[src/pls_pkg.sv]
// constants, register map and state types of the probe link status indicator
// assumes a single 40 MHz system clock and a classic wishbone register bus
// Notes on behaviour
// (RULE1) laser indicator dark while laser off
// (RULE2) laser on and starting: laser indicator blinks
// (RULE3) shutdown protection suspended during start-up, mode change
// (RULE4) running in mode: indicator steady, protection armed
// (RULE5) link indicator steady while frames arrive
// (RULE6) link failure: laser off, link indicator blinks
// (RULE7) master drives statistics enable and snapshot lines
// (RULE8) every unit drives its master/slave line
// (RULE9) master status indicator blinks
// (RULE10) slave indicator follows statistics enable
// (RULE11) two triggers, each input or output
// (RULE12) shared differential trigger pair for all units
// (RULE13) blink rate from programmable clock divider
package pls_pkg;

  // ****************************************
  // register offsets (byte addresses)
  // ****************************************
  localparam logic [7:0] CTRL_OFS = 8'h00;
  localparam logic [7:0] STAT_OFS = 8'h04;
  localparam logic [7:0] IRQ_STAT_OFS = 8'h08;
  localparam logic [7:0] IRQ_MASK_OFS = 8'h0c;
  localparam logic [7:0] BLINK_DIV_OFS = 8'h10;
  localparam logic [7:0] TRIG_OFS = 8'h14;
  localparam logic [7:0] FRAME_TMO_OFS = 8'h18;

  // ****************************************
  // control register fields
  // ****************************************
  localparam int CTRL_LASER_REQ_BIT = 0;
  localparam int CTRL_MASTER_BIT = 1;
  localparam int CTRL_STATS_EN_BIT = 2;
  localparam int CTRL_SNAPSHOT_BIT = 3;
  localparam int CTRL_FAIL_CLR_BIT = 4;

  // trigger register fields: channel 0 bnc, channel 1 shared pair
  localparam int TRIG_DIR0_BIT = 0;
  localparam int TRIG_DIR1_BIT = 1;
  localparam int TRIG_OUT0_BIT = 2;
  localparam int TRIG_OUT1_BIT = 3;
  localparam int TRIG_IN0_BIT = 4;
  localparam int TRIG_IN1_BIT = 5;

  // interrupt events
  localparam int IRQ_LINK_FAIL_BIT = 0;
  localparam int IRQ_LINK_UP_BIT = 1;
  localparam int IRQ_TRIG0_BIT = 2;
  localparam int IRQ_TRIG1_BIT = 3;
  localparam int IRQ_W = 4;

  // ****************************************
  // reset values and timing
  // ****************************************
  localparam logic [23:0] BLINK_DIV_RST = 24'h4c4b40; // 5e6 cycles: 8 Hz toggle, 4 Hz blink
  localparam logic [23:0] FRAME_TMO_RST = 24'h009c40; // 1 ms at 40 MHz
  localparam int CLK_HZ = 40000000;

  typedef enum logic [1:0] {
    PLS_OFF,
    PLS_START,
    PLS_RUN,
    PLS_FAIL
  } pls_state_t;

endpackage : pls_pkg

[src/pls_divider.sv]
// programmable divider giving a one-cycle enable pulse
// assumes div_i comes from a software register; a count above a new divisor wraps at once
`timescale 1ns/100ps
module pls_divider #(
  parameter int W = 24
) (
  input wire logic clk_i,
  input wire logic rst_i,
  input wire logic [W-1:0] div_i,
  output logic tick_o
);
  logic [W-1:0] cnt_reg;

  // count down, pulse on wrap; zero acts as one, a smaller new divisor never waits out the old period
  always_ff @(posedge clk_i) begin
    if (rst_i) begin
      cnt_reg <= '0;
      tick_o <= 1'b0;
    end else if (cnt_reg == '0 || cnt_reg >= div_i) begin
      cnt_reg <= (div_i == '0) ? '0 : div_i - 1'b1; // [RULE13]
      tick_o <= 1'b1;
    end else begin
      cnt_reg <= cnt_reg - 1'b1;
      tick_o <= 1'b0;
    end
  end

  a_tick_single: assert property (@(posedge clk_i) disable iff (rst_i) // [RULE13]
    tick_o && div_i > 1 && $stable(div_i) |=> !tick_o) else $error("tick longer than one cycle");
endmodule : pls_divider

[src/pls_trig_chan.sv]
// one trigger channel, usable as input or output
// assumes trig_i is already synchronous to clk_i
`timescale 1ns/100ps
module pls_trig_chan (
  input wire logic clk_i,
  input wire logic rst_i,
  input wire logic out_mode_i,
  input wire logic out_val_i,
  input wire logic trig_i,
  output logic trig_o,
  output logic trig_oe_n_o,
  output logic level_o,
  output logic edge_o
);
  logic prev_reg;

  // drive when in output mode; enable low means driving
  always_ff @(posedge clk_i) begin
    if (rst_i) begin
      trig_o <= 1'b0;
      trig_oe_n_o <= 1'b1;
    end else begin
      trig_o <= out_val_i; // [RULE11]
      trig_oe_n_o <= ~out_mode_i; // [RULE11]
    end
  end

  // sample the pin level and flag rising edges in input mode
  always_ff @(posedge clk_i) begin
    if (rst_i) begin
      prev_reg <= 1'b0;
      level_o <= 1'b0;
      edge_o <= 1'b0;
    end else begin
      prev_reg <= trig_i;
      level_o <= trig_i;
      edge_o <= trig_i & ~prev_reg & ~out_mode_i; // [RULE11]
    end
  end

  a_trig_drive: assert property (@(posedge clk_i) disable iff (rst_i) // [RULE11]
    out_mode_i |=> !trig_oe_n_o) else $error("output channel not driving");
endmodule : pls_trig_chan

[src/pls_top.sv]
// probe link status indicator: laser, data link, multi-unit and trigger logic
// assumes a wishbone classic master, frame strobes and probe phase inputs synchronous to clk_i
`timescale 1ns/100ps
module pls_top #(
  parameter int DIV_W = 24
) (
  input wire logic clk_i,
  input wire logic rst_i,
  // wishbone classic slave
  input wire logic wb_cyc_i,
  input wire logic wb_stb_i,
  input wire logic wb_we_i,
  input wire logic [7:0] wb_adr_i,
  input wire logic [3:0] wb_sel_i,
  input wire logic [31:0] wb_dat_i,
  output logic [31:0] wb_dat_o,
  output logic wb_ack_o,
  // probe side
  input wire logic frame_ok_i,
  input wire logic probe_starting_i,
  input wire logic link_fail_i,
  output logic laser_en_o,
  output logic shutdown_arm_o,
  // front panel
  output logic led_laser_o,
  output logic led_link_o,
  // multi-unit link
  input wire logic stats_en_i,
  input wire logic snapshot_i,
  output logic stats_en_o,
  output logic snapshot_o,
  output logic stats_oe_n_o,
  output logic is_master_o,
  output logic led_unit_o,
  // triggers: 0 bnc, 1 shared differential pair (one logic level here)
  input wire logic [1:0] trig_i,
  output logic [1:0] trig_o,
  output logic [1:0] trig_oe_n_o,
  output logic irq_o
);

  // ****************************************
  // registers and internal signals
  // ****************************************
  logic laser_req_reg;
  logic master_reg;
  logic stats_req_reg;
  logic snap_req_reg;
  logic [DIV_W-1:0] blink_div_reg;
  logic [23:0] frame_tmo_reg;
  logic [1:0] trig_dir_reg;
  logic [1:0] trig_val_reg;
  logic [pls_pkg::IRQ_W-1:0] irq_stat_reg;
  logic [pls_pkg::IRQ_W-1:0] irq_mask_reg;
  logic [pls_pkg::IRQ_W-1:0] irq_evt;
  logic irq_pend;
  logic [23:0] silence_reg;
  logic receiving;
  logic receiving_reg;
  logic blink_reg;
  logic blink_tick;
  logic [1:0] trig_level;
  logic [1:0] trig_edge;
  logic fail_clr;
  logic wr_en;
  logic rd_en;
  pls_pkg::pls_state_t state_reg;
  pls_pkg::pls_state_t state_next;

  // writes land at the edge where the master samples ack; read data is prepared one edge earlier
  assign wr_en = wb_cyc_i & wb_stb_i & wb_we_i & wb_ack_o & wb_sel_i[0];
  assign rd_en = wb_cyc_i & wb_stb_i & ~wb_we_i & ~wb_ack_o;
  assign fail_clr = wr_en && wb_adr_i == pls_pkg::CTRL_OFS && wb_dat_i[pls_pkg::CTRL_FAIL_CLR_BIT];

  // ****************************************
  // blink generator
  // ****************************************
  pls_divider #(
    .W(DIV_W)
  ) u_div (
    .clk_i(clk_i),
    .rst_i(rst_i),
    .div_i(blink_div_reg),
    .tick_o(blink_tick)
  );

  // shared phase keeps all blinking leds in step
  always_ff @(posedge clk_i) begin
    if (rst_i) begin
      blink_reg <= 1'b0;
    end else if (blink_tick) begin
      blink_reg <= ~blink_reg; // [RULE13]
    end
  end

  // ****************************************
  // frame activity watch
  // ****************************************
  // silence counter: frames must keep arriving within the timeout
  // it parks at or above the timeout, so a cold start or a lowered timeout reads as no data
  always_ff @(posedge clk_i) begin
    if (rst_i) begin
      silence_reg <= '1;
    end else if (frame_ok_i) begin
      silence_reg <= '0;
    end else if (silence_reg < frame_tmo_reg) begin
      silence_reg <= silence_reg + 24'h000001;
    end
  end
  assign receiving = silence_reg < frame_tmo_reg;

  always_ff @(posedge clk_i) begin
    if (rst_i) begin
      receiving_reg <= 1'b0;
    end else begin
      receiving_reg <= receiving;
    end
  end

  // ****************************************
  // laser state machine
  // ****************************************
  // fail is sticky until software clears it, so the laser cannot restart by itself
  always_comb begin
    state_next = state_reg;
    case (state_reg)
      pls_pkg::PLS_OFF: begin
        if (laser_req_reg) state_next = pls_pkg::PLS_START;
      end
      pls_pkg::PLS_START: begin
        if (!laser_req_reg) state_next = pls_pkg::PLS_OFF;
        else if (link_fail_i) state_next = pls_pkg::PLS_FAIL; // [RULE6]
        else if (!probe_starting_i && receiving) state_next = pls_pkg::PLS_RUN;
      end
      pls_pkg::PLS_RUN: begin
        if (!laser_req_reg) state_next = pls_pkg::PLS_OFF;
        else if (link_fail_i) state_next = pls_pkg::PLS_FAIL; // [RULE6]
        else if (probe_starting_i) state_next = pls_pkg::PLS_START; // mode change
      end
      pls_pkg::PLS_FAIL: begin
        if (fail_clr) state_next = pls_pkg::PLS_OFF;
      end
      default: state_next = pls_pkg::PLS_OFF;
    endcase
  end

  always_ff @(posedge clk_i) begin
    if (rst_i) begin
      state_reg <= pls_pkg::PLS_OFF;
    end else begin
      state_reg <= state_next;
    end
  end

  // laser drive, protection arming and panel leds, all registered
  always_ff @(posedge clk_i) begin
    if (rst_i) begin
      laser_en_o <= 1'b0;
      shutdown_arm_o <= 1'b0;
      led_laser_o <= 1'b0;
      led_link_o <= 1'b0;
    end else begin
      laser_en_o <= state_next == pls_pkg::PLS_START || state_next == pls_pkg::PLS_RUN; // [RULE6]
      shutdown_arm_o <= state_next == pls_pkg::PLS_RUN; // [RULE3] [RULE4]
      case (state_next)
        pls_pkg::PLS_START: led_laser_o <= blink_reg; // [RULE2]
        pls_pkg::PLS_RUN: led_laser_o <= 1'b1; // [RULE4]
        default: led_laser_o <= 1'b0; // [RULE1]
      endcase
      if (state_next == pls_pkg::PLS_FAIL) led_link_o <= blink_reg; // [RULE6]
      else led_link_o <= receiving; // [RULE5]
    end
  end

  // ****************************************
  // multi-unit coordination
  // ****************************************
  // only the master drives enable and snapshot; slaves listen
  always_ff @(posedge clk_i) begin
    if (rst_i) begin
      stats_en_o <= 1'b0;
      snapshot_o <= 1'b0;
      stats_oe_n_o <= 1'b1;
      is_master_o <= 1'b0;
      led_unit_o <= 1'b0;
    end else begin
      stats_en_o <= master_reg & stats_req_reg; // [RULE7]
      snapshot_o <= master_reg & snap_req_reg; // [RULE7]
      stats_oe_n_o <= ~master_reg; // [RULE7]
      is_master_o <= master_reg; // [RULE8]
      led_unit_o <= master_reg ? blink_reg : stats_en_i; // [RULE9] [RULE10]
    end
  end

  // ****************************************
  // trigger channels
  // ****************************************
  genvar gi;
  generate
    for (gi = 0; gi < 2; gi++) begin : g_trig
      // channel 1 is the pair common to all joined units
      pls_trig_chan u_chan (
        .clk_i(clk_i),
        .rst_i(rst_i),
        .out_mode_i(trig_dir_reg[gi]),
        .out_val_i(trig_val_reg[gi]),
        .trig_i(trig_i[gi]),
        .trig_o(trig_o[gi]),
        .trig_oe_n_o(trig_oe_n_o[gi]),
        .level_o(trig_level[gi]),
        .edge_o(trig_edge[gi])
      ); // [RULE11] [RULE12]
    end
  endgenerate

  // ****************************************
  // interrupts
  // ****************************************
  assign irq_evt = {trig_edge[1], trig_edge[0], receiving & ~receiving_reg,
    state_reg != pls_pkg::PLS_FAIL && state_next == pls_pkg::PLS_FAIL};

  // set wins over the write-one clear
  always_ff @(posedge clk_i) begin
    if (rst_i) begin
      irq_stat_reg <= '0;
    end else if (wr_en && wb_adr_i == pls_pkg::IRQ_STAT_OFS) begin
      irq_stat_reg <= (irq_stat_reg & ~wb_dat_i[pls_pkg::IRQ_W-1:0]) | irq_evt;
    end else begin
      irq_stat_reg <= irq_stat_reg | irq_evt;
    end
  end

  // pending level kept apart so the line can be checked one cycle later
  assign irq_pend = |(irq_stat_reg & irq_mask_reg);
  always_ff @(posedge clk_i) begin
    if (rst_i) begin
      irq_o <= 1'b0;
    end else begin
      irq_o <= irq_pend;
    end
  end

  // ****************************************
  // wishbone register file
  // ****************************************
  // writes; only byte lane 0 matters except for wide counts
  always_ff @(posedge clk_i) begin
    if (rst_i) begin
      laser_req_reg <= 1'b0;
      master_reg <= 1'b0;
      stats_req_reg <= 1'b0;
      snap_req_reg <= 1'b0;
      irq_mask_reg <= '0;
      blink_div_reg <= DIV_W'(pls_pkg::BLINK_DIV_RST);
      frame_tmo_reg <= pls_pkg::FRAME_TMO_RST;
      trig_dir_reg <= 2'h0;
      trig_val_reg <= 2'h0;
    end else begin
      snap_req_reg <= 1'b0; // snapshot request is a single-cycle pulse
      if (state_next == pls_pkg::PLS_FAIL) laser_req_reg <= 1'b0; // [RULE6]
      if (wr_en) begin
        case (wb_adr_i)
          pls_pkg::CTRL_OFS: begin
            if (state_next != pls_pkg::PLS_FAIL) laser_req_reg <= wb_dat_i[pls_pkg::CTRL_LASER_REQ_BIT];
            master_reg <= wb_dat_i[pls_pkg::CTRL_MASTER_BIT];
            stats_req_reg <= wb_dat_i[pls_pkg::CTRL_STATS_EN_BIT];
            snap_req_reg <= wb_dat_i[pls_pkg::CTRL_SNAPSHOT_BIT];
          end
          pls_pkg::IRQ_MASK_OFS: irq_mask_reg <= wb_dat_i[pls_pkg::IRQ_W-1:0];
          pls_pkg::BLINK_DIV_OFS: blink_div_reg <= wb_dat_i[DIV_W-1:0];
          pls_pkg::FRAME_TMO_OFS: frame_tmo_reg <= wb_dat_i[23:0];
          pls_pkg::TRIG_OFS: begin
            trig_dir_reg <= wb_dat_i[pls_pkg::TRIG_DIR1_BIT:pls_pkg::TRIG_DIR0_BIT];
            trig_val_reg <= wb_dat_i[pls_pkg::TRIG_OUT1_BIT:pls_pkg::TRIG_OUT0_BIT];
          end
          default: ;
        endcase
      end
    end
  end

  // ack one cycle after the strobe; unmapped reads return zero
  always_ff @(posedge clk_i) begin
    if (rst_i) begin
      wb_ack_o <= 1'b0;
      wb_dat_o <= 32'h00000000;
    end else begin
      wb_ack_o <= wb_cyc_i & wb_stb_i & ~wb_ack_o;
      wb_dat_o <= 32'h00000000;
      if (rd_en) begin
        case (wb_adr_i)
          pls_pkg::CTRL_OFS: wb_dat_o <= {28'h0000000, 1'b0, stats_req_reg, master_reg, laser_req_reg};
          pls_pkg::STAT_OFS: wb_dat_o <= {24'h000000, stats_en_i, snapshot_i, receiving, shutdown_arm_o,
            laser_en_o, 1'b0, state_reg};
          pls_pkg::IRQ_STAT_OFS: wb_dat_o <= {28'h0000000, irq_stat_reg};
          pls_pkg::IRQ_MASK_OFS: wb_dat_o <= {28'h0000000, irq_mask_reg};
          pls_pkg::BLINK_DIV_OFS: wb_dat_o <= 32'(blink_div_reg);
          pls_pkg::FRAME_TMO_OFS: wb_dat_o <= {8'h00, frame_tmo_reg};
          pls_pkg::TRIG_OFS: wb_dat_o <= {26'h0000000, trig_level, trig_val_reg, trig_dir_reg};
          default: wb_dat_o <= 32'h00000000;
        endcase
      end
    end
  end

  // ****************************************
  // assertions
  // ****************************************
  a_laser_off_dark: assert property (@(posedge clk_i) disable iff (rst_i) // [RULE1]
    !laser_en_o |-> !led_laser_o) else $error("laser led lit with laser off");
  a_start_no_arm: assert property (@(posedge clk_i) disable iff (rst_i) // [RULE3]
    state_reg == pls_pkg::PLS_START |-> !shutdown_arm_o && laser_en_o) else $error("armed in start-up");
  a_start_blinks: assert property (@(posedge clk_i) disable iff (rst_i) // [RULE2]
    state_reg == pls_pkg::PLS_START |-> led_laser_o == $past(blink_reg)) else $error("laser led not blinking");
  a_run_steady: assert property (@(posedge clk_i) disable iff (rst_i) // [RULE4]
    state_reg == pls_pkg::PLS_RUN |-> led_laser_o && shutdown_arm_o) else $error("run not steady");
  a_link_led: assert property (@(posedge clk_i) disable iff (rst_i) // [RULE5]
    state_next != pls_pkg::PLS_FAIL |=> led_link_o == $past(receiving)) else $error("link led wrong");
  a_fail_laser_off: assert property (@(posedge clk_i) disable iff (rst_i) // [RULE6]
    link_fail_i && laser_en_o |=> !laser_en_o) else $error("laser stays on after failure");
  a_slave_quiet: assert property (@(posedge clk_i) disable iff (rst_i) // [RULE7]
    !master_reg |=> stats_oe_n_o && !stats_en_o) else $error("slave drives stats lines");
  a_role_line: assert property (@(posedge clk_i) disable iff (rst_i) // [RULE8]
    ##1 is_master_o == $past(master_reg)) else $error("role line wrong");
  a_unit_led: assert property (@(posedge clk_i) disable iff (rst_i) // [RULE10]
    !master_reg |=> led_unit_o == $past(stats_en_i)) else $error("slave led wrong");
  a_master_blink: assert property (@(posedge clk_i) disable iff (rst_i) // [RULE9]
    master_reg |=> led_unit_o == $past(blink_reg)) else $error("master led not blinking");
  a_fail_link_blink: assert property (@(posedge clk_i) disable iff (rst_i) // [RULE6]
    state_reg == pls_pkg::PLS_FAIL |-> led_link_o == $past(blink_reg)) else $error("link led steady in failure");
  a_fail_laser_dark: assert property (@(posedge clk_i) disable iff (rst_i) // [RULE1] [RULE6]
    state_reg == pls_pkg::PLS_FAIL |-> !laser_en_o && !led_laser_o) else $error("laser on in failure");
  a_snap_pulse: assert property (@(posedge clk_i) disable iff (rst_i) // [RULE7]
    snapshot_o |=> !snapshot_o) else $error("snapshot longer than one cycle");
  a_irq_level: assert property (@(posedge clk_i) disable iff (rst_i)
    ##1 irq_o == $past(irq_pend)) else $error("interrupt line does not follow pending bits");

  c_run: cover property (@(posedge clk_i) state_reg == pls_pkg::PLS_START ##1 state_reg == pls_pkg::PLS_RUN);
  c_fail: cover property (@(posedge clk_i) state_reg == pls_pkg::PLS_FAIL);
  c_mode_change: cover property (@(posedge clk_i) state_reg == pls_pkg::PLS_RUN ##1 state_reg == pls_pkg::PLS_START);
  c_irq: cover property (@(posedge clk_i) irq_o);
  c_snapshot: cover property (@(posedge clk_i) snapshot_o);

endmodule : pls_top

[config.mk]
export PLATFORM = sky130hd
export DESIGN_NAME = pls_top
export DESIGN_NICKNAME = d
export VERILOG_FILES = /design/src/pls_pkg.sv /design/src/pls_divider.sv /design/src/pls_trig_chan.sv /design/src/pls_top.sv
export SDC_FILE = /design/constraint.sdc
export NUM_CORES = 1
export LEC_CHECK = 0
export BUFFER_PORTS_ARGS = -buffer_cell sky130_fd_sc_hd__buf_2
export CAP_MARGIN = 20
export CORE_MARGIN = 1.5
export CORE_UTILIZATION = 55
export CTS_BUF_LIST = sky130_fd_sc_hd__clkbuf_2
export DETAILED_ROUTE_END_ITERATION = 12
export PLACE_DENSITY = 0.76
export SYNTH_ARGS = -nofsm -noshare
export SYNTH_HDL_FRONTEND = slang
export SYNTH_HIERARCHICAL = 1
export SYNTH_SLANG_ARGS = --single-unit
[constraint.sdc]
create_clock -name clk_i -period 3 [get_ports clk_i]
set_clock_uncertainty 0.1 [all_clocks]
set_input_delay 0.3 -clock clk_i [delete_from_list [all_inputs] [get_ports clk_i]]
set_output_delay 0.3 -clock clk_i [all_outputs]
set_load 0.005 [all_outputs]
== After elaboration in Yosys (flattened, before gate mapping) ==
Cells that the tools add are included.

* Multiplexer cells: 23
* Equality and inequality tests: 14
* Bitwise operators: 31
* Magnitude comparators: 2
* Add/sub/neg operators: 3
* Reductions and logical operators: 21

{| class="wikitable"
|+ Operator list
! kind !! number
|-
| 24-bit one-hot mux with 7 select lines || 1
|-
| 24-bit two-way mux || 4
|-
| 24-bit zero test || 2
|-
| 24-bit by 1-bit subtractor with 24-bit output, second input constant || 2
|-
| 24-bit by 1-bit adder with 24-bit output, second input constant || 1
|-
| 8-bit by 5-bit == test with 1-bit output, second input constant || 3
|-
| 24-bit >= comparator || 1
|-
| 24-bit < comparator || 1
|-
| 8-bit by 4-bit == test with 1-bit output, second input constant || 2
|-
| 2-bit two-way mux || 8
|-
| 1-bit bitwise AND || 14
|-
| 1-bit inverter || 12
|-
| 2-bit AND reduction || 5
|-
| 4-bit bitwise AND || 2
|-
| 2-bit == test, second input constant || 4
|-
| 8-bit by 3-bit == test with 1-bit output, second input constant || 1
|-
| 8-bit zero test || 1
|-
| 4-bit bitwise OR || 2
|-
| 2-bit one-hot mux with 4 select lines || 1
|-
| 1-bit two-way mux || 7
|-
| 1-bit logical AND || 5
|-
| 2-bit by 1-bit == test with 1-bit output, second input constant || 2
|-
| 4-bit two-way mux || 1
|-
| 2-bit != test, second input constant || 2
|-
| 9 further kinds || 10
|}

* Register bits: 168
* Output and inout port bits: 47
* Bits of input ports: 56
* Word-level logic and storage cells: 130

== Logic depth before layout (Yosys ltp) ==
Gate-level depths: netlist (run 1).

* Depth in word-level cells: 13
* Gate-level depth with buffers: 13
* Gate-level depth less buffers: 12

== Hierarchy ==
Netlist (run 1), hierarchy kept.

{| class="wikitable"
|+ By module, submodules not included
! module !! area an instance (um^2) !! times used !! sequential area each (um^2) !! cells each
|-
| pls_top || 6113.4 || 1 || 2542.4 || 736
|-
| pls_divider || 2442.3 || 1 || 500.5 || 310
|-
| pls_trig_chan || 116.4 || 2 || 80.1 || 8
|}

== Worst setup path before layout (run 1) ==
Ideal clock, no wire load.

* Path kind: register -> register
* Start: reg frame_tmo_reg[11]
* End: reg laser_req_reg
* Setup time: 70 ps
* Required time: 2830 ps
* Clock period less this slack: 2821 ps
* Stages on the path, launching flop included: 14
* Path slack: 179 ps
* Buffers on the path: 1
* Arrival: 2651 ps
* Cells stage by stage: dfxtp_1 -> inv_1 -> ha_1 -> a41oi_1 -> o21ai_0 -> a41oi_1 -> o31a_1 -> clkbuf_1 -> a31oi_1 -> inv_1 -> ha_1 -> nor2_1 -> or3b_2 -> a21oi_1

* Longest elaborated chain between the ends: 11
* Elaborated cells on any way between the ends: 12
* Classes of those cells: 1 x order compare; 2 x eq/ne; 8 x mux; 1 x reduce/logical

{| class="wikitable"
|+ RTL lines
! item !! RTL line !! text
|-
| start, declared || pls_top.sv:50 || <nowiki>logic [23:0] frame_tmo_reg;</nowiki>
|-
| start signal, assigned || pls_top.sv:255 || <nowiki>frame_tmo_reg <= pls_pkg::FRAME_TMO_RST;</nowiki>
|-
| start signal, assigned || pls_top.sv:271 || <nowiki>pls_pkg::FRAME_TMO_OFS: frame_tmo_reg <= wb_dat_i[23:0];</nowiki>
|-
| 24-bit < comparator * || pls_top.sv:110 || <nowiki>assign receiving = silence_reg < frame_tmo_reg;</nowiki>
|-
| 1-bit logical AND * || pls_top.sv:133 || <nowiki>else if (!probe_starting_i && receiving) state_next = pls_pkg::PLS_RUN;</nowiki>
|-
| 2-bit two-way mux * || pls_top.sv:133 ||
|-
| 2-bit two-way mux * || pls_top.sv:132 || <nowiki>else if (link_fail_i) state_next = pls_pkg::PLS_FAIL;</nowiki>
|-
| 2-bit two-way mux * || pls_top.sv:131 || <nowiki>if (!laser_req_reg) state_next = pls_pkg::PLS_OFF;</nowiki>
|-
| 2-bit one-hot mux with 4 select lines * || pls_top.sv:126 || <nowiki>case (state_reg)</nowiki>
|-
| via state_next[1] || pls_top.sv:68 || <nowiki>pls_pkg::pls_state_t state_next;</nowiki>
|-
| 2-bit == test || pls_top.sv:260 || <nowiki>if (state_next == pls_pkg::PLS_FAIL) laser_req_reg <= 1'b0;</nowiki>
|-
| 1-bit two-way mux || pls_top.sv:260 ||
|-
| 1-bit two-way mux || pls_top.sv:264 || <nowiki>if (state_next != pls_pkg::PLS_FAIL) laser_req_reg <= wb_dat_i[pls_pkg::CTRL_LASER_REQ_BIT];</nowiki>
|-
| 1-bit two-way mux || pls_top.sv:262 || <nowiki>case (wb_adr_i)</nowiki>
|-
| 1-bit two-way mux * || pls_top.sv:261 || <nowiki>if (wr_en) begin</nowiki>
|-
| end signal, assigned || pls_top.sv:264 ||
|-
| end, declared || pls_top.sv:45 || <nowiki>logic laser_req_reg;</nowiki>
|}

Mark *: on every way through the listed nets, which the timed path passes. The rest lies on a longest branch.
A chain may end at the register's enable or synchronous reset.

== Worst setup path after layout (run 1) ==
* Start: in wb_adr_i[6]
* End: reg blink_div_reg[12]

* Longest elaborated chain between the ends: 2

{| class="wikitable"
|+ RTL lines
! item !! RTL line !! text
|-
| start, declared || pls_top.sv:13 || <nowiki>input wire logic [7:0] wb_adr_i,</nowiki>
|-
| 8-bit by 5-bit == test with 1-bit output || pls_top.sv:262 ||
|-
| 2-bit AND reduction (no line) || - ||
|-
| end signal, assigned || pls_top.sv:254 || <nowiki>blink_div_reg <= DIV_W'(pls_pkg::BLINK_DIV_RST);</nowiki>
|-
| end signal, assigned || pls_top.sv:270 || <nowiki>pls_pkg::BLINK_DIV_OFS: blink_div_reg <= wb_dat_i[DIV_W-1:0];</nowiki>
|-
| end, declared || pls_top.sv:49 || <nowiki>logic [DIV_W-1:0] blink_div_reg;</nowiki>
|}

Every way passes these cells.

==> out/metrics.yaml, run 1 <==
drt_iter0_drc: 665
die_width_microns: 129
hold_depth: 5
r2r_slack_ns: 0.11
layout.nets: 1305
maxCapViolations: 0
clk_pin_slew_ns: 0.24
ys.flop_type: "dfxtp_1"
crit_type: "input port to flip-flop"
vias: 8208
power_density_nw_per_um2: 531
syn_inst: 1062
startpoint_type: "input port"
num_rows: 46
cts_tree: "done"
reg2reg_depth: 11
p_total_mw: 5.44
whs_ns: 0.0947
ys_ff_latch: 160
cts_num_sinks: 160
grt_pass1_wl_microns: 37600
min_from: "wb_we_i"
vdd_drop_max_mv: 0.334
die_h_microns: 129
portBuffers: 83
dp_cells: 1347
antenna_found_initial: 1
grt-ovfl-total: 0
final_cells: 1423
clk_latency_ns: 0.73
fin_setup_tns_ns: 0
synth-async-reset-ratio: 0
synth_top_area_share: 0.364
crit_fanout: 23
cts_max_level: 4
period_minus_slack_ns: 2.91
grt_use_total: 0.286
required_ns: 3.55
fmax_ghz: 0.344
tightest_slew_ns: 0.762
final_area_sq_um: 10200
synth_area_per_cell_sq_um: 8.28
initial_core_util: 0.557
synth_edf_count: 0
first_pass_iters: 7
min_to: "wb_dat_o[5]"
dp_hpwl_microns: 16400
synth_top_cells_by_area: "dfxtp_1 (36%), ha_1 (7.8%), nand2_1 (6.2%)"
placed_cell_area_sq_um: 9520
critPathArrivalTime_ns: 3.46
num_io_pins: 103
routed_wl_microns: 23600
crit_path_end_kind: "flip-flop"
p_leak_nw: 4.17
setup_viol: 0
utilization: 0.649
yosysSeqAreaShare: 0.364
drcViolationCount: 0
hp-class: "input port to flip-flop"
reg2reg_from: "frame_tmo_reg[18]"
syn2layout_area_growth_pct: 16.5
layout_setup_ws_ns: 0.0915
finalMaxSlewViolations: 0
die_area_sq_um: 16700
slew_headroom: 0.488
cts_buffers: 17
drtAntennaViolNets: 0
core-area_sq_um: 15800
vias_per_cell: 5.77
fin_crit_sh: 0.969
grt_max_degree: 67
gp_congestion: 0.901
pre_cts_slack_ns: 0.101
outcome: "completed"
synth_warnings: 6
clockRootBuffer: "clkbuf_2"
layout-drive-gt1-share: 0.189
synth_cell_types: 77
syn_area_sq_um: 8790
r2r_end: "laser_req_reg"
clockBufferDepth: 2
finalHoldViolations: 0
wl_per_cell_microns: 16.6
grt_pass1_vias: 7574
yosysTopAreaCell: "dfxtp_1"
-- layout make-up --
class / instances / area, sq um
clock buffers: 18 / 90.1
flip-flops and latches: 160 / 3210
diodes: 1 / 2.50
well taps: 216 / 270
inverters: 78 / 293
repair buffers: 166 / 1180
multi-input cells: 771 / 5030
clock inverters: 13 / 164
fillers: 1341 / 5530
-- metal layers --
layer / global-route usage / part of all wire / vias up
met5: 0 / 0 / -
li1: - / - / 4006
met1: 0.379 / 0.44 / 3802
met2: 0.451 / 0.46 / 326
met4: 0.126 / 0.033 / 0
met3: 0.0607 / 0.066 / 74
-- power by group --
part | switching [mW] | internal (mW) | total (mW) | leakage, nW
registers | 0.206 | 2.30 | 2.51 | 1.30
clock network | 0.796 | 0.464 | 1.26 | 0.142
logic | 0.861 | 0.812 | 1.67 | 2.73
total | 1.86 | 3.58 | 5.44 | 4.17
-- worst max-delay path: stages --
cell and delay [ns]:
dlygate4sd3_1 0.54, buf_2 0.16, or3_4 0.41, dlygate4sd3_1 0.61
nor2_2 0.31, nand2_1 0.13, buf_4 0.24, nand2_1 0.11
a21oi_1 0.06, dlygate4sd3_1 0.58
-- how the worst max path moves through the flow --
stage	start	end	cells past startpoint
3_3_place_gp	frame_tmo_reg[11]	laser_req_reg	11
3_5_place_dp	frame_tmo_reg[11]	laser_req_reg	11
4_1_cts	frame_tmo_reg[2]	laser_req_reg	11
6_report	wb_adr_i[6]	blink_div_reg[12]	10
5_1_grt	frame_tmo_reg[1]	silence_reg[8]	8
2_1_floorplan	frame_tmo_reg[11]	laser_req_reg	13
-- kinds of logic after synthesis --
kind of cell | Yosys count | share of synthesized area
simple gates | 427 | 0.247
compound gates | 214 | 0.163
flops | 160 | 0.364
buf+inv | 138 | 0.0692
fa+ha+maj | 55 | 0.0783
xor+xnor | 37 | 0.0369
mux | 30 | 0.0400
other cells | 1 | 0.000427
-- cells in the mapped netlist, types with 11 or more instances --
cell type  number
nor3_1         38
nand3_1        47
ha_1           55
buf_4          11
nand2_1       144
dfxtp_1       160
o211ai_1       12
xnor2_1        30
o21ai_0        21
clkbuf_1       31
nor2_2         19
mux2i_1        16
a22oi_1        26
nor4_1         14
nor2_1         75
a21oi_1        72
nand4_1        11
o311ai_0       16
inv_1          77
a31oi_1        18
-- placed cells by master, fill, tap and decap left out, drive strengths merged, types with 21 or more instances in the layout --
cell	n
a22oi	26
nor2	96
ha	55
dlygate4sd3	42
o21ai	21
a21oi	74
nand3	48
buf	124
xnor2	30
nand2	145
dfxtp	160
nor3	42
inv	78
-- what timing repair did --
action,in CTS,in global routing
endpoints found under the hold margin,78,0
setup buffers,0,2
resized for setup,0,12
hold buffers,42,0
setup endpoints to repair,0,1
(Power assumes the default switching activity.)
==> inputs of run 2 (changes only) <==
--- a/config.mk
+++ b/config.mk
@@ -8,10 +8,10 @@
 export BUFFER_PORTS_ARGS = -buffer_cell sky130_fd_sc_hd__buf_2
 export CAP_MARGIN = 20
 export CORE_MARGIN = 1.5
-export CORE_UTILIZATION = 55
+export CORE_UTILIZATION = 61
 export CTS_BUF_LIST = sky130_fd_sc_hd__clkbuf_2
 export DETAILED_ROUTE_END_ITERATION = 12
-export PLACE_DENSITY = 0.76
+export PLACE_DENSITY = 0.8
 export SYNTH_ARGS = -nofsm -noshare
 export SYNTH_HDL_FRONTEND = slang
 export SYNTH_HIERARCHICAL = 1
==> constraint.sdc (replaced) <==
create_clock -name clk_i -period 3.2 [get_ports clk_i]
set_clock_uncertainty 0.1 [all_clocks]
set_input_delay 0.32 -clock clk_i [delete_from_list [all_inputs] [get_ports clk_i]]
set_output_delay 0.32 -clock clk_i [all_outputs]
set_load 0.005 [all_outputs]
==> run 2 against run 1 <==
Effect of this change:
- sequential cell count stayed put
- sequential power is 6% lower
- first-iteration DRC count is 16% higher
- critical path depth stayed put
- setup slack better by 0.13 ns
- largest power group unchanged
==> out/metrics.yaml, run 2 (synthesized netlist as in run 1, its figures left out) <==
outcome: "completed"
tightest_slew_ns: 0.861
layout.nets: 1282
initial_core_util: 0.628
vias_per_cell: 6.00
die_h_microns: 123
fillers: 1145
final_cell_mix: "dfxtp_1 (160), nand2_1 (144), buf_2 (82)"
clockRootBuffer: "clkbuf_2"
grt-ovfl-total: 0
crit_slowest_cell: "dfxtp_1"
seq_area_sq_um: 3200
routed_wl_microns: 23000
fmax_ghz: 0.336
setup_viol: 0
worst_path_largest_cell_delay_ns: 0.49
maxCapViolations: 0
period_minus_slack_ns: 2.97
grt_use_total: 0.306
grt_pass1_vias: 7361
startpoint_type: "flip-flop"
p_total_mw: 4.89
clk_pin_slew_ns: 0.28
finalMaxSlewViolations: 0
drt_iter0_drc: 774
wl_per_cell_microns: 16.9
slew_headroom: 0.424
crit_path_end_kind: "flip-flop"
clockBufferDepth: 2
cts_buffers: 17
num_io_pins: 103
portBuffers: 83
dp_hpwl_microns: 15900
fin_crit_sh: 0.929
cts_max_level: 4
power_density_nw_per_um2: 493
vdd_drop_max_mv: 0.230
cts_tree: "done"
crit_fanout: 6
multiInputGateArea_sq_um: 5000
vias: 8202
syn2layout_area_growth_pct: 13.0
gp_congestion: 0.940
antenna_found_initial: 0
die_width_microns: 123
finalHoldViolations: 0
die_area_sq_um: 15100
hp-class: "input port to flip-flop"
drtAntennaViolNets: 0
grt_max_degree: 50
fin_setup_tns_ns: 0
critPathArrivalTime_ns: 3.56
r2r_slack_ns: 0.23
cp_common_cell: "ha_1"
cp_cell_sequence: "ha_1 > a211oi_1 > o21ai_0 > a41oi_1 > o31a_1 > a31o_2 > nand2_1 > ha_1 > or3b_2 > a21oi_1"
drcViolationCount: 0
post_cts_resized: 0
crit_type: "flip-flop to flip-flop"
clk_latency_ns: 0.73
layout-drive-gt1-share: 0.169
grt_setup_unrepaired: "no"
num_rows: 43
grt_pass1_wl_microns: 36500
p_leak_nw: 4.03
cts_num_sinks: 160
core-area_sq_um: 14000
required_ns: 3.78
first_pass_iters: 5
final_common_cell: "dfxtp_1"
run 2: cell types whose count changed in the layout (fill, tap and decap cells not counted), sizes merged:
cell / previous run / this run
diode: 1 / 2
dlygate4sd3: 42 / 38
bufinv: 3 / 0
inv: 78 / 84
buf: 124 / 105
clkinv: 7 / 6
clkbuf: 18 / 17
run 2: timing repair:
item,4_1_cts,5_1_grt
hold buffers,38,0
hold endpoints to repair,84,0
buffers inserted,0,0
run 2: worst paths after layout:
kind / startpoint / endpoint / cells past startpoint
setup / recovery: silence_reg[2] / laser_req_reg / 10
setup reg to reg: silence_reg[2] / laser_req_reg / 10
hold reg to reg: g_trig[1].u_chan/prev_reg / g_trig[1].u_chan/edge_o / 1
hold / removal: wb_we_i / wb_dat_o[4] / 5
run 2: area by class of cell:
cell class,instances,share of cell area
multi-input cells,771,0.504
flip-flops and latches,160,0.323
repair buffers,143,0.0996
inverters,78,0.0295
well taps,180,0.0227
clock inverters,15,0.0125
clock buffers,17,0.00857
diodes,2,0.000504
run 2: through the flow:
step	setup slack, ns	instances	utilization	hold WS (ns)	cell area, sq um
finish	0.226	1366	0.710	0.0923	9930
global route	0.0548	1364	0.709	0.0223	9920
CTS	0.231	1364	0.709	0.0429	9920
detailed placement	0.250	1294	0.667	0.314	9330
global placement	0.362	1294	0.667	0.313	9330
floorplan	0.379	1069	-	0.294	8810
run 2: routing by layer:
metal | wire length, microns | global-route usage
met1 | 9830 | 0.406
met2 | 10900 | 0.491
met3 | 1570 | 0.0641
met4 | 733 | 0.111
met5 | 0 | 0
run 2: report_power, final:
part / total (mW) / internal (mW) / switching, mW
Combinational: 1.51 / 0.713 / 0.801
Sequential: 2.35 / 2.16 / 0.194
Clock: 1.03 / 0.226 / 0.801
run 2: critical path, delay by kind of cell (launching register included):
family | cells | cell delay [ns]
DFF | 1 | 0.49
AOI/OAI and AO/OA | 6 | 1.22
adders and majority gates | 2 | 0.54
and+or+nand+nor | 2 | 0.57
==> inputs of run 3 (changes only) <==
--- a/config.mk
+++ b/config.mk
@@ -12,6 +12,7 @@
 export CTS_BUF_LIST = sky130_fd_sc_hd__clkbuf_2
 export DETAILED_ROUTE_END_ITERATION = 12
 export PLACE_DENSITY = 0.8
+export REMOVE_ABC_BUFFERS = 1
 export SYNTH_ARGS = -nofsm -noshare
 export SYNTH_HDL_FRONTEND = slang
 export SYNTH_HIERARCHICAL = 1
==> run 3 against run 2 <==
Effect of this change:
- via count decreased by 0.26%
- clock-buffer cell count unchanged
- largest cell class unchanged
- largest power group unchanged
- non-clock buffer count increased by 1
==> out/metrics.yaml, run 3 (synthesized netlist as in run 1, its figures left out) <==
outcome: "completed"
grt_use_total: 0.315
layout-drive-gt1-share: 0.168
cts_num_sinks: 160
die_h_microns: 123
placed_cell_area_sq_um: 9320
dp_cells: 1294
vdd_drop_max_mv: 0.231
maxCapViolations: 0
clockRootBuffer: "clkbuf_2"
finalHoldViolations: 0
portBuffers: 83
grt_pass1_wl_microns: 37400
p_total_mw: 4.92
pre_cts_slack_ns: 0.237
clk_pin_slew_ns: 0.25
fmax_ghz: 0.332
cts_tree: "done"
wl_per_cell_microns: 17.1
crit_fanout: 4
final_common_cell: "dfxtp_1"
syn2layout_area_growth_pct: 13.0
first_pass_iters: 6
crit_path_end_kind: "flip-flop"
vias: 8181
whs_ns: 0.0945
critPathArrivalTime_ns: 3.62
setup_viol: 0
crit_slowest_cell: "o21ai_0"
p_leak_nw: 4.03
grt_pass1_vias: 7582
worst_path_largest_cell_delay_ns: 0.57
num_io_pins: 103
slew_headroom: 0.404
startpoint_type: "flip-flop"
required_ns: 3.81
critical-path-top-delay-family: "compound AO/OA/AOI/OAI gates"
die_width_microns: 123
finalMaxSlewViolations: 0
gp_congestion: 0.874
final_area_sq_um: 9930
num_rows: 43
dp_hpwl_microns: 16300
final_cell_mix: "dfxtp_1 (160), nand2_1 (144), buf_2 (82)"
post_cts_resized: 0
vias_per_cell: 5.99
routed_wl_microns: 23300
fin_setup_tns_ns: 0
core-area_sq_um: 14000
crit_type: "flip-flop to flip-flop"
cp_cell_sequence: "inv_1 > ha_1 > a21oi_1 > o21ai_0 > o21ai_0 > a31oi_1 > inv_1 > ha_1 > nor2_1 > or3b_2 > a21oi_1"
cts_setup_buffers: 0
die_area_sq_um: 15100
tightest_slew_ns: 0.892
layout.nets: 1283
path_buf_inv: 2
drt_iter0_drc: 772
hp-class: "input port to flip-flop"
grt_setup_unrepaired: "no"
period_minus_slack_ns: 3.01
antenna_found_initial: 0
utilization: 0.710
grt_max_degree: 75
drtAntennaViolNets: 0
drcViolationCount: 0
fin_crit_sh: 0.941
initial_core_util: 0.628
cts_buffers: 17
power_density_nw_per_um2: 496
layout_setup_ws_ns: 0.189
clk_latency_ns: 0.76
clockBufferDepth: 2
antenna_cells: 0
grt-ovfl-total: 0
cts_max_level: 4
final_cells: 1365
cts_hold_buffers: 39
[run 3: changes by cell type in the layout (fill, tap and decap cells not counted)]
cell           change
diode_2            -2
clkinvlp_4         +1
bufinv_16          +1
inv_8              -2
buf_12             -1
inv_6              -1
dlygate4sd3_1      +1
buf_4              +1
clkinv_1           +1
[run 3: final cells by class]
class,instances,area [sq um]
repair buffers,144,986
flip-flops and latches,160,3200
well taps,180,225
clock buffers,17,85.1
fillers,1164,4060
clock inverters,15,134
multi-input cells,771,5000
inverters,78,293
[run 3: worst paths after layout]
kind                                         from             to  slack, ns  depth (start not counted)
worst max register to register  frame_tmo_reg[19]  laser_req_reg       0.19                         11
worst min-delay path                  wb_adr_i[7]   snap_req_reg       0.09                          6
worst max-delay path            frame_tmo_reg[19]  laser_req_reg       0.19                         11
worst min register to register       snap_req_reg     snapshot_o       0.36                          1
[run 3: layer usage]
metal / track usage / routed length (microns) / vias up
met5: 0 / 0 / -
met3: 0.0535 / 1460 / 43
met4: 0.0912 / 499 / 0
met1: 0.419 / 10200 / 3890
li1: - / - / 3951
met2: 0.528 / 11200 / 297
[run 3: worst min-delay path, cell delays in order]
cell and delay, ns:
buf_2 0.08, or4_4 0.13, nor3_4 0.04, buf_4 0.16, nand3_1 0.13, nor3b_1 0.08
[run 3: power breakdown]
group | total, mW | internal, mW | switching, mW
sequential | 2.36 | 2.16 | 0.202
combinational | 1.50 | 0.704 | 0.798
clock | 1.06 | 0.286 | 0.775
total | 4.92 | 3.15 | 1.77
